--- src/include/igd_pkg.sv ---
// constants, register map and types of the gate driver control block
package igd_pkg;
  localparam int CLK_NS = 10;
  localparam int DGL_NS = 40;
  localparam int DGL_CYC = (DGL_NS + CLK_NS - 1) / CLK_NS;
  localparam int RSTFIL_NS = 1000;
  localparam int RSTFIL_CYC = (RSTFIL_NS + CLK_NS - 1) / CLK_NS;
  localparam int MUTE_NS = 10000;
  localparam int MUTE_CYC = (MUTE_NS + CLK_NS - 1) / CLK_NS;
  localparam int PWM_PERIOD_NS = 2500;
  localparam int PWM_CYC = PWM_PERIOD_NS / CLK_NS;
  localparam int DUTY_HI_PCT = 88;
  localparam int DUTY_LO_PCT = 10;
  localparam int DUTY_HI_CYC = PWM_CYC * DUTY_HI_PCT / 100;
  localparam int DUTY_LO_CYC = PWM_CYC * DUTY_LO_PCT / 100;
  localparam int SENSE_MAX = 255;
  localparam int CNT_W = 11;
  localparam int NPIN = 5;
  localparam int PIN_NONINV = 0;
  localparam int PIN_INV = 1;
  localparam int PIN_RSTEN = 2;
  localparam int PIN_OC = 3;
  localparam int PIN_UNDERVOLTAGE_LOCKOUT = 4;
  localparam logic [7:0] ADDR_CTRL = 8'h00;
  localparam logic [7:0] ADDR_STATUS = 8'h04;
  localparam logic [7:0] ADDR_SENSE = 8'h08;
  localparam int CTRL_GATE_ALLOW = 0;
  localparam int CTRL_PWM_EN = 1;
  localparam logic [1:0] CTRL_RESET = 2'h3;
  localparam int ST_FAULT = 0;
  localparam int ST_UNDERVOLTAGE_LOCKOUT = 1;
  localparam int ST_DRV_EN = 2;
  localparam int ST_GATE_ON = 3;
  localparam int ST_MUTING = 4;
  localparam int ST_ARMED = 5;
  localparam logic [1:0] RESP_OKAY = 2'h0;
  localparam logic [1:0] RESP_SLVERR = 2'h2;
  typedef enum logic [1:0] {FLT_RUN, FLT_MUTE, FLT_WAIT, FLT_ARMED} igd_fault_t;
endpackage

--- src/include/igd_filt_if.sv ---
// pin-to-filter carrier between the top and one deglitch filter
`timescale 1ns/1ps
interface igd_filt_if;
  logic raw;
  logic clean;
  modport filt (input raw, output clean);
  modport user (output raw, input clean);
endinterface

--- src/rtl/igd_deglitch.sv ---
// three-flop synchroniser followed by a minimum-width pulse filter
`timescale 1ns/1ps
module igd_deglitch #(
  parameter int unsigned CYC = 4,
  parameter logic INIT = 1'b0
) (
  input wire logic aclk,
  input wire logic aresetn,
  input wire logic ce,
  igd_filt_if.filt pin
);
  import igd_pkg::*;
  logic s1, s2, s3;
  logic [2:0] cnt;
  logic agree;

  assign agree = (s2 == s3);

  always_ff @(posedge aclk) begin
    if (!aresetn) begin
      s1 <= 1'b0;
      s2 <= 1'b0;
      s3 <= 1'b0;
    end else if (ce) begin
      s1 <= pin.raw;
      s2 <= s1;
      s3 <= s2;
    end
  end

  // a level must hold CYC cycles before it is passed on
  always_ff @(posedge aclk) begin
    if (!aresetn) begin
      cnt <= 3'h0;
      pin.clean <= INIT;
    end else if (ce) begin
      if (agree && s3 != pin.clean) begin
        if (cnt == 3'(CYC - 1)) begin
          pin.clean <= s3;
          cnt <= 3'h0;
        end else begin
          cnt <= cnt + 3'h1;
        end
      end else begin
        cnt <= 3'h0;
      end
    end
  end
endmodule

--- src/rtl/igd_ctrl.sv ---
// gate driver control: interlock, fault latch, undervoltage, enable, sense pwm
// Operation
// - an overcurrent seen while the gate is on turns it off and pulls fault_flag_n low.
// - the fault stays latched with the gate off and the flag low until a reset on reset_enable_input.
// - while a fault is latched the gate is turned off by the soft, reduced-strength pull-down.
// - while undervoltage_lockout is active the gate is held low and power good is dropped.
// - leaving undervoltage_lockout resumes operation and restores power good with no reset.
// - noninv_input, inv_input and reset_enable_input each pass a filter that drops pulses under 40 ns.
// - with noninv_input and inv_input both high the gate is forced low.
// - reset_enable_input enables or disables the gate output apart from clearing faults.
// - sense_pwm_output carries a pwm whose duty encodes the sense_input value.
// - for fault_mute_time after a fault the reset pin is ignored.
// - after the mute, a low longer than reset_filter_time then a rising edge clears the fault.
// - a low on reset_enable_input longer than reset_filter_time disables the driver.
// - sense duty falls linearly from 88% to 10% as the sense value rises; open input gives 10%.
`timescale 1ns/1ps
module igd_ctrl (
  input wire logic aclk,
  input wire logic aresetn,
  input wire logic ce,
  input wire logic [7:0] s_axi_awaddr,
  input wire logic s_axi_awvalid,
  output logic s_axi_awready,
  input wire logic [31:0] s_axi_wdata,
  input wire logic [3:0] s_axi_wstrb,
  input wire logic s_axi_wvalid,
  output logic s_axi_wready,
  output logic [1:0] s_axi_bresp,
  output logic s_axi_bvalid,
  input wire logic s_axi_bready,
  input wire logic [7:0] s_axi_araddr,
  input wire logic s_axi_arvalid,
  output logic s_axi_arready,
  output logic [31:0] s_axi_rdata,
  output logic [1:0] s_axi_rresp,
  output logic s_axi_rvalid,
  input wire logic s_axi_rready,
  input wire logic noninv_input,
  input wire logic inv_input,
  input wire logic reset_enable_input,
  input wire logic overcurrent_detect,
  input wire logic undervoltage_lockout,
  input wire logic [7:0] sense_input,
  output logic gate_pullup_out,
  output logic gate_pulldown_out,
  output logic gate_softoff_out,
  output logic fault_flag_n_o,
  output logic fault_flag_n_oe,
  output logic power_good_flag_o,
  output logic power_good_flag_oe,
  output logic sense_pwm_output
);
  import igd_pkg::*;

  logic [NPIN-1:0] pins, cln;
  logic in_p, in_n, rst_c, oc_c, undervoltage_lockout_c;
  logic [1:0] ctrl;
  logic aw_got, w_got, do_wr;
  logic [7:0] aw_addr;
  logic [1:0] wr_ctrl;
  logic [CNT_W-1:0] low_cnt, flt_cnt;
  logic drv_en, rst_d, rst_rise, gate_on, fault, fault_set;
  igd_fault_t flt_st;
  logic [7:0] pwm_cnt, duty, sense_q;

  assign pins = {undervoltage_lockout, overcurrent_detect, reset_enable_input, inv_input, noninv_input};

  // oc and undervoltage_lockout are only synchronised; the control pins also drop short pulses
  for (genvar i = 0; i < NPIN; i++) begin : g_pin
    igd_filt_if fif();
    assign fif.raw = pins[i];
    assign cln[i] = fif.clean;
    igd_deglitch #(
      .CYC((i == PIN_OC || i == PIN_UNDERVOLTAGE_LOCKOUT) ? 1 : DGL_CYC),
      .INIT(1'b0)
    ) u_filt (
      .aclk(aclk),
      .aresetn(aresetn),
      .ce(ce),
      .pin(fif.filt)
    );
  end

  assign in_p = cln[PIN_NONINV];
  assign in_n = cln[PIN_INV];
  assign rst_c = cln[PIN_RSTEN];
  assign oc_c = cln[PIN_OC];
  assign undervoltage_lockout_c = cln[PIN_UNDERVOLTAGE_LOCKOUT];

  function automatic logic [7:0] duty_of(input logic [7:0] s);
    logic [15:0] prod;
    prod = 16'(s) * 16'(DUTY_HI_CYC - DUTY_LO_CYC);
    duty_of = 8'(DUTY_HI_CYC) - 8'((prod + 16'(SENSE_MAX / 2)) / 16'(SENSE_MAX));
  endfunction

  function automatic logic [31:0] rd_word(input logic [7:0] a);
    rd_word = 32'h0;
    unique case (a)
      ADDR_CTRL: rd_word[1:0] = ctrl;
      ADDR_STATUS: begin
        rd_word[ST_FAULT] = fault;
        rd_word[ST_UNDERVOLTAGE_LOCKOUT] = undervoltage_lockout_c;
        rd_word[ST_DRV_EN] = drv_en;
        rd_word[ST_GATE_ON] = gate_pullup_out;
        rd_word[ST_MUTING] = (flt_st == FLT_MUTE);
        rd_word[ST_ARMED] = (flt_st == FLT_ARMED);
      end
      ADDR_SENSE: rd_word[15:0] = {sense_q, duty};
      default: rd_word = 32'h0;
    endcase
  endfunction

  function automatic logic mapped(input logic [7:0] a);
    mapped = (a == ADDR_CTRL) || (a == ADDR_STATUS) || (a == ADDR_SENSE);
  endfunction

  // write side: address and data accepted in either order, answer after both
  assign s_axi_awready = ce && !aw_got && !s_axi_bvalid;
  assign s_axi_wready = ce && !w_got && !s_axi_bvalid;
  assign do_wr = ce && aw_got && w_got && !s_axi_bvalid;

  always_ff @(posedge aclk) begin
    if (!aresetn) begin
      aw_got <= 1'b0;
      aw_addr <= 8'h0;
    end else if (ce) begin
      if (s_axi_awvalid && s_axi_awready) begin
        aw_got <= 1'b1;
        aw_addr <= s_axi_awaddr;
      end else if (do_wr) begin
        aw_got <= 1'b0;
      end
    end
  end

  always_ff @(posedge aclk) begin
    if (!aresetn) begin
      w_got <= 1'b0;
      wr_ctrl <= 2'h0;
    end else if (ce) begin
      if (s_axi_wvalid && s_axi_wready) begin
        w_got <= 1'b1;
        wr_ctrl <= s_axi_wstrb[0] ? s_axi_wdata[1:0] : ctrl;
      end else if (do_wr) begin
        w_got <= 1'b0;
      end
    end
  end

  always_ff @(posedge aclk) begin
    if (!aresetn) begin
      ctrl <= CTRL_RESET;
    end else if (do_wr && aw_addr == ADDR_CTRL) begin
      ctrl <= wr_ctrl;
    end
  end

  always_ff @(posedge aclk) begin
    if (!aresetn) begin
      s_axi_bvalid <= 1'b0;
      s_axi_bresp <= RESP_OKAY;
    end else if (ce) begin
      if (do_wr) begin
        s_axi_bvalid <= 1'b1;
        s_axi_bresp <= mapped(aw_addr) ? RESP_OKAY : RESP_SLVERR;
      end else if (s_axi_bready) begin
        s_axi_bvalid <= 1'b0;
      end
    end
  end

  // read side: data registered on the address handshake
  assign s_axi_arready = ce && !s_axi_rvalid;

  always_ff @(posedge aclk) begin
    if (!aresetn) begin
      s_axi_rvalid <= 1'b0;
      s_axi_rdata <= 32'h0;
      s_axi_rresp <= RESP_OKAY;
    end else if (ce) begin
      if (s_axi_arvalid && s_axi_arready) begin
        s_axi_rvalid <= 1'b1;
        s_axi_rdata <= rd_word(s_axi_araddr);
        s_axi_rresp <= mapped(s_axi_araddr) ? RESP_OKAY : RESP_SLVERR;
      end else if (s_axi_rready) begin
        s_axi_rvalid <= 1'b0;
      end
    end
  end

  // enable follows the pin at once upward, but only a long low disables
  always_ff @(posedge aclk) begin
    if (!aresetn) begin
      low_cnt <= '0;
      drv_en <= 1'b0;
      rst_d <= 1'b0;
    end else if (ce) begin
      rst_d <= rst_c;
      if (rst_c) begin
        low_cnt <= '0;
        drv_en <= 1'b1;
      end else if (low_cnt == CNT_W'(RSTFIL_CYC - 1)) begin
        drv_en <= 1'b0;
      end else begin
        low_cnt <= low_cnt + CNT_W'(1);
      end
    end
  end

  assign rst_rise = rst_c && !rst_d;
  assign fault = (flt_st != FLT_RUN);
  // desaturation sensing only works while the switch is on
  assign fault_set = oc_c && gate_pullup_out;
  assign gate_on = in_p && !in_n && drv_en && !undervoltage_lockout_c && !fault && ctrl[CTRL_GATE_ALLOW];

  // fault latch: mute, then a long low, then a rising edge clears it
  always_ff @(posedge aclk) begin
    if (!aresetn) begin
      flt_st <= FLT_RUN;
      flt_cnt <= '0;
    end else if (ce) begin
      if (fault_set) begin
        flt_st <= FLT_MUTE;
        flt_cnt <= '0;
      end else begin
        unique case (flt_st)
          FLT_RUN: flt_cnt <= '0;
          FLT_MUTE: begin
            if (flt_cnt == CNT_W'(MUTE_CYC - 1)) begin
              flt_st <= FLT_WAIT;
              flt_cnt <= '0;
            end else begin
              flt_cnt <= flt_cnt + CNT_W'(1);
            end
          end
          FLT_WAIT: begin
            if (rst_c) begin
              flt_cnt <= '0;
            end else if (flt_cnt == CNT_W'(RSTFIL_CYC - 1)) begin
              flt_st <= FLT_ARMED;
            end else begin
              flt_cnt <= flt_cnt + CNT_W'(1);
            end
          end
          FLT_ARMED: begin
            if (rst_rise) begin
              flt_st <= FLT_RUN;
            end
          end
        endcase
      end
    end
  end

  // outputs: soft off replaces the full pull-down while latched
  always_ff @(posedge aclk) begin
    if (!aresetn) begin
      gate_pullup_out <= 1'b0;
      gate_pulldown_out <= 1'b1;
      gate_softoff_out <= 1'b0;
    end else if (ce) begin
      gate_pullup_out <= gate_on && !fault_set;
      gate_pulldown_out <= !gate_on && !fault && !fault_set;
      gate_softoff_out <= fault || fault_set;
    end
  end

  // open-drain flags: enable high means the pin is pulled low
  assign fault_flag_n_o = 1'b0;
  assign fault_flag_n_oe = fault;
  assign power_good_flag_o = 1'b0;
  assign power_good_flag_oe = undervoltage_lockout_c;

  // sense pwm: duty sampled once a period so it never changes mid-cycle
  always_ff @(posedge aclk) begin
    if (!aresetn) begin
      pwm_cnt <= 8'h0;
      duty <= 8'(DUTY_LO_CYC);
      sense_q <= 8'h0;
      sense_pwm_output <= 1'b0;
    end else if (ce) begin
      if (pwm_cnt == 8'(PWM_CYC - 1)) begin
        pwm_cnt <= 8'h0;
        sense_q <= sense_input;
        duty <= duty_of(sense_input);
      end else begin
        pwm_cnt <= pwm_cnt + 8'h1;
      end
      sense_pwm_output <= ctrl[CTRL_PWM_EN] && (pwm_cnt < duty);
    end
  end
endmodule

--- config.mk ---
export PLATFORM = sky130hd
export DESIGN_NAME = igd_ctrl
export DESIGN_NICKNAME = d
export VERILOG_FILES = /design/src/include/igd_pkg.sv /design/src/include/igd_filt_if.sv /design/src/rtl/igd_deglitch.sv /design/src/rtl/igd_ctrl.sv
export SDC_FILE = /design/constraint.sdc
export NUM_CORES = 1
export LEC_CHECK = 0
export ABC_CLOCK_PERIOD_IN_PS = 12600
export BUFFER_PORTS_ARGS = -buffer_cell sky130_fd_sc_hd__buf_2
export CAP_MARGIN = 40
export CORE_MARGIN = 5
export CORE_UTILIZATION = 60
export DETAILED_ROUTE_END_ITERATION = 10
export PLACE_DENSITY = 0.82
export SLEW_MARGIN = 5
export SYNTH_ARGS = -nofsm -noshare
export SYNTH_HDL_FRONTEND = slang
export SYNTH_SLANG_ARGS = --single-unit
export TNS_END_PERCENT = 20
--- constraint.sdc ---
create_clock -name aclk -period 12.6 [get_ports aclk]
set_input_delay 3.15 -clock aclk [delete_from_list [all_inputs] [get_ports aclk]]
set_output_delay 3.15 -clock aclk [all_outputs]
set_load 0.01 [all_outputs]
==> out/metrics.cfg, run 1 <==
[status]
status = completed

[finish]
post-route-util_pct = 68.4
final_cell_count_no_fill = 1507
area_growth_pct = 12.3
layout.nets = 1427
antenna_cells = 0
filler_cell_count = 1282
drive_above_1_share_pct = 16.0

[synth]
synth_ff_type = dfxtp_1
synth_cells = 1209
ys_ff_latch = 123
synthArstFlopShare_pct = 0
synth_edf_count = 0
yosysWarnings = 0
synth_area_mm2 = 0.00964
synthDistinctLibCells = 114
avgSynthCellArea_um2 = 7.97
ys_seq_area_share_pct = 25.5

[setup_path]
cp_slowest_stage_delay_ns = 0.63
cp.arrival_ns = 12.39
r2r_start = flt_cnt[0]
critPathCaptureType = flip-flop
required_ns = 12.95
path_class = in -> reg
setup.worst_path.start = sense_input[0]
cp-start-kind = primary input
ff2ff_setup_slack_ns = 10.18
cp_max_fo = 10
cp_slowest_cell = or4_1
crit_top_cell = ha_1

[place]
dp_cells = 1475
io_buffers = 68
place_congestion = 0.960
dp_hpwl_um = 17100
pre_cts_slack_ns = 0.198

[power]
seq_power_share_pct = 13.8
p_int_w = 0.00150
power.share.clock_pct = 17.6
ir_worst_vdd_mv = 0.243
pwr-share-comb_pct = 68.6
powerDensity_mw_per_mm2 = 270
switchingPower_w = 0.00143
p_sw_share_pct = 48.8
p_leak_nw = 4.45

[sta]
maxSlewHeadroom_pct = 45.7
final.setup.tns_ns = 0
tightest_slew_ns = 0.809
holdWs_ns = 0.454
grt_setup_unrepaired = no
hold_viol = 0
fin_crit_ns = 12.04
fmax_mhz = 83.0
finalCritPeriodShare_pct = 95.6
finClkSkew_ns = 0.00589
slew_violations = 0
setup_viol = 0
finalWorstSetupSlack_ns = 0.559

[grt]
grt.total_usage_pct = 25.1
grt_first_pass_wirelength_um = 38900
grt_overflow_total = 0
grt_max_degree = 71
antenna_found_initial = 1
grt_pass1_vias = 8245

[die]
initial_core_util_pct = 60.9
fp.dieW_um = 137
dieArea_mm2 = 0.0187
core_area_mm2 = 0.0158
dieHeight_um = 137
pin_count = 122
rows = 46

[clock_network]
insertion_delay_ns = 0.42
tritoncts = built
clock_path_buffers = 2
cts_setup_buffers = 0
cts-buffers-inserted = 17
clk_pin_slew_worst_paths_ns = 0.06
cts.sinks = 123
htree_levels = 4
cts-root-buf = clkbuf_16

[min_path]
min_path_type = reg -> reg
min-delay-start = aw_addr[6]

[detailed_routing]
vias = 9018
drt_iter0_drc = 637
vias_per_cell = 5.98
drc_errors = 0
routed_wl_um = 23300
wl_per_cell_um = 15.5
postRouteAntennaNets = 0
dr.pass1.iters = 5

[job]
cap_violations = 0

kinds of logic after synthesis:
| kind of cell | Yosys count | share of synthesized area [%] |
|---|---|---|
| flops | 123 | 25.5 |
| buf+inv | 123 | 6.09 |
| other cells | 1 | 0.0389 |
| simple gates | 482 | 24.8 |
| xor+xnor | 55 | 5.22 |
| compound gates | 313 | 23.9 |
| mux | 35 | 3.93 |
| fa+ha+maj | 77 | 10.5 |
layout by cell type, fill, tap and decap left out, types with 17 or more instances in the layout:
master	count
nand2_1	145
nor2_1	134
dfxtp_1	123
a21oi_1	95
ha_1	69
buf_2	68
inv_1	55
o21ai_0	41
nor3_1	32
nand3_1	30
buf_4	29
xor2_1	28
mux2i_1	28
xnor2_1	25
conb_1	20
nand4_1	17
a22oi_1	17
clkbuf_16	17
worst max-delay path: cells and delay by family:
kind,cells,cell delay [ns]
and+or+nand+nor,11,2.56
AOI/OAI and AO/OA,14,3.02
buffers and inverters,3,0.28
muxes,2,0.71
adders and majority gates,7,2.25
xor gates and xnor gates,2,0.35
final cells by class:
type | count | area, um^2 | share of cell area [%]
clock buffers | 17 | 425 | 3.93
clock inverters | 15 | 201 | 1.86
inverters | 57 | 214 | 1.98
multi-input cells | 982 | 6700 | 61.8
flip-flops and latches | 123 | 2460 | 22.7
well taps | 216 | 270 | 2.50
repair buffers | 97 | 558 | 5.15
metal layers:
layer | track usage, % | wire length, um | vias to the layer above
li1 | - | - | 4458
met1 | 33.2 | 10600 | 4257
met2 | 42.3 | 11000 | 260
met3 | 4.12 | 1310 | 41
met4 | 7.28 | 359 | 2
met5 | 0 | 20 | -
worst paths after layout:
path	end	cells past startpoint
setup / recovery	duty[6]	39
hold / removal	aw_addr[6]	2
setup reg to reg	flt_cnt[4]	9
hold reg to reg	aw_addr[6]	2
stage by stage:
step,power (W),area [um^2]
global placement,0.00232,10200
global route,0.00314,10800
CTS,0.00289,10800
floorplan,0.00197,9710
finish,0.00293,10800
detailed placement,0.00236,10200
power groups by stage:
stage	combinational (W)	sequential (W)	clock (W)
global placement	0.00191	0.000412	0
detailed placement	0.00195	0.000412	0
CTS	0.00196	0.000404	0.000520
finish	0.00201	0.000404	0.000515
floorplan	0.00156	0.000411	0
global route	0.00220	0.000405	0.000537
synth_stat cells (16+ instances only):
cell,n,area [um^2]
buf_4,22,165
nor3_1,32,160
dfxtp_1,123,2460
o21ai_0,41,205
a22oi_1,17,128
mux2i_1,29,290
nor2b_1,16,100
nand2_1,145,544
nand3_1,30,150
nand4_1,17,106
inv_1,56,210
clkbuf_1,27,101
a21oi_1,95,475
xnor2_1,25,219
nor2_1,134,503
nand2b_1,16,100
ha_1,69,863
xor2_1,28,245
what timing repair did:
action	in CTS	in global routing
hold buffers	0	0
setup endpoints to repair	0	1
gates resized for setup	0	6
registers in the layout, summed over array words and instances, names as in the netlist, 2 cells and up:
register	cells
s_axi_rdata	16
g_pin.u_filt.cnt	15
flt_cnt	11
low_cnt	11
aw_addr	8
duty	8
pwm_cnt	8
sense_q	8
g_pin.u_filt.pin.clean	5
g_pin.u_filt.s1	5
g_pin.u_filt.s2	5
g_pin.u_filt.s3	5
ctrl	2
flt_st	2
wr_ctrl	2
Power figures use the tool's default switching activity.
==> run 2, diff against run 1 <==
Settings changed: SYNTH_HIERARCHICAL set to 1.
==> out/metrics.cfg, run 2 <==
[sta]
fmax_mhz = 82.0
setup_viol = 0
tightest_slew_ns = 0.904
fin_crit_ns = 12.20
finClkSkew_ns = 0.00863
hold_viol = 0
finalCritPeriodShare_pct = 96.8
slew_violations = 0
maxSlewHeadroom_pct = 39.3

[synth]
synth_area_leaders = dfxtp_1 25%, ha_1 8.5%, nand2_1 4.7%, nor2_1 3.1%, a21oi_1 2.9%
synth_area_mm2 = 0.0100
ys_ff_latch = 123
avgSynthCellArea_um2 = 8.15
synth_top_area_share_pct = 24.6
yosysWarnings = 6
synthDistinctLibCells = 104
synth_common_cells = 124 x nand2_1, 123 x dfxtp_1, 82 x nor2_1
yosysTopAreaCell = dfxtp_1
synth_ff_type = dfxtp_1
ys_seq_area_share_pct = 24.6
synth_edf_count = 0
yosysMostFrequentCell = nand2_1
synthArstFlopShare_pct = 0
synth_cells = 1227

[detailed_routing]
wl_met3_um = 1200
postRouteAntennaNets = 0
wl_per_cell_um = 16.8
drt_iter0_drc = 756
highest_layer = met4
vias = 9922
wl_met1_um = 11300
drc_errors = 0
vias_per_cell = 6.07
routed-wl-met2_um = 13900
dr.pass1.iters = 5
routed_wl_um = 27500

[die]
dieHeight_um = 139
pin_count = 122
initial_core_util_pct = 60.7
core_area_mm2 = 0.0165
rows = 47
fp.dieW_um = 139
dieArea_mm2 = 0.0193

[setup_path]
critPathTopFamily = compound AO/OA/AOI/OAI gates
required_ns = 12.90
r2r_start = flt_cnt[3]
setup.worst_path.start = sense_input[1]
cp_max_fo = 8
worstSetupPathDepth = 41
cp-start-kind = primary input
r2r_cells = 10
ff2ff_setup_slack_ns = 9.52
cp_num_buf_inv = 9
critPathCaptureType = flip-flop
rr_endpoint = flt_st[1]
cp_slowest_stage_delay_ns = 0.59
cp_slowest_cell = or4_4
path_class = in -> reg
endpoint = duty[6]
cp.arrival_ns = 12.50

[grt]
antenna_found_initial = 0
grt_pass1_vias = 9749
grt_overflow_total = 0
grt.total_usage_pct = 27.4
grt_max_degree = 66
grt_first_pass_wirelength_um = 45300

[power]
p_leak_nw = 5.10
power_w = 0.00321
powerDensity_mw_per_mm2 = 266
ir_worst_vdd_mv = 0.207

[clock_network]
clock_path_buffers = 2
clk_pin_slew_worst_paths_ns = 0.05
htree_levels = 4
cts-buffers-inserted = 17
cts.sinks = 123
tritoncts = built
cts-root-buf = clkbuf_16
insertion_delay_ns = 0.41

[place]
dp_hpwl_um = 20100
io_buffers = 68
dp_cells = 1600
place_congestion = 0.935

[job]
cap_violations = 0

[status]
status = completed

[min_path]
min_path_type = reg -> reg

[finish]
final_common_cell = buf_4
drive_above_1_share_pct = 23.3
regMostFlops = s_axi_rdata
mostFrequentLayoutCells = 132 x buf_4, 124 x nand2_1, 123 x dfxtp_1
largestRegisters = s_axi_rdata x16, g_pin.u_filt/cnt x15
layout.nets = 1550
largest_register_ffs = 16
final_cell_count_no_fill = 1635
area_growth_pct = 20.9
antenna_cells = 0

-- run 2: changes by cell type in the layout (fill, tap and decap cells not counted), moves of 8 or more --
cell and change:
nand3_1 +14, nor3_1 -9, a21boi_1 +9, o211ai_1 +8, nor2_1 -54, o22ai_1 +11
buf_4 +103, a21oi_1 -40, a21boi_0 +29, nor2b_1 +29, o21a_1 -8, nand2_1 -21
-- run 2: area by class of cell --
| class | count | area, um^2 |
|---|---|---|
| Timing Repair Buffer | 201 | 1340 |
| Multi-Input combinational cell | 1000 | 7210 |
| Sequential cell | 123 | 2460 |
| Fill cell | 1194 | 4380 |
| Tap cell | 220 | 275 |
| Clock buffer | 20 | 457 |
| Inverter | 59 | 221 |
| Clock inverter | 12 | 123 |
-- run 2: cell families (layout without fill, tap and decap cells) --
family	Yosys count	in the layout	synth area share (%)
DFF	123	123	24.6
AOI/OAI and AO/OA	344	344	25.5
muxes	27	27	2.73
other	1	20	0.0375
xor gates and xnor gates	56	56	5.28
buffers and inverters	123	292	5.94
adders and majority gates	76	76	10.0
and+or+nand+nor	477	477	25.9
-- run 2: how the worst min path moves through the flow --
stage / start / to / slack, ns / cells past startpoint
after floorplan: g_pin[0].u_filt/cnt[2] / g_pin[0].u_filt/cnt[2] / 0.44 / 2
after global placement: g_pin[2].u_filt/cnt[2] / g_pin[2].u_filt/cnt[2] / 0.45 / 2
after detailed placement: sense_q[4] / sense_q[4] / 0.46 / 2
after CTS: sense_q[6] / sense_q[6] / 0.47 / 2
after global routing: gate_softoff_out / gate_softoff_out / 0.49 / 1
final: sense_q[3] / sense_q[3] / 0.47 / 2
-- run 2: through the flow --
step	setup slack [ns]	TNS, ns	utilization [%]	hold slack (ns)	area [um^2]
3_3_place_gp	0.0981	0	68.5	0.453	11300
4_1_cts	0.223	0	72.1	0.468	11900
5_1_grt	-0.0481	-0.0481	73.4	0.488	12100
6_report	0.405	0	73.4	0.471	12100
2_1_floorplan	0.477	0	-	0.442	10100
3_5_place_dp	-0.119	-0.119	68.6	0.459	11300
-- run 2: routing by layer --
metal  vias up  track usage [%]
li1       4814                -
met1      4719             32.6
met2       308             49.2
met3        81             4.03
met4         0             11.3
met5         -                0
-- run 2: power by group --
group / total [W] / switching, W / internal, W / leakage [nW]
Combinational: 0.00234 / 0.00131 / 0.00103 / 3.83
Sequential: 0.000402 / 0.00000582 / 0.000396 / 0.996
Clock: 0.000469 / 0.000170 / 0.000299 / 0.274
-- run 2: worst register-to-register path: stages, from the launching register on --
cell and delay (ns):
dfxtp_1 0.35, or4b_2 0.69, or4_1 0.54, nor2_1 0.12
nor2_1 0.05, o32ai_1 0.12, nand2_1 0.08, a21boi_0 0.22
o21ai_0 0.20, or3b_2 0.47, a21boi_0 0.16
-- run 2: what timing repair did --
action,4_1_cts,5_1_grt
buffers inserted,0,3
hold buffers,0,0
endpoints found under the setup margin,0,2
gates resized for setup,0,40
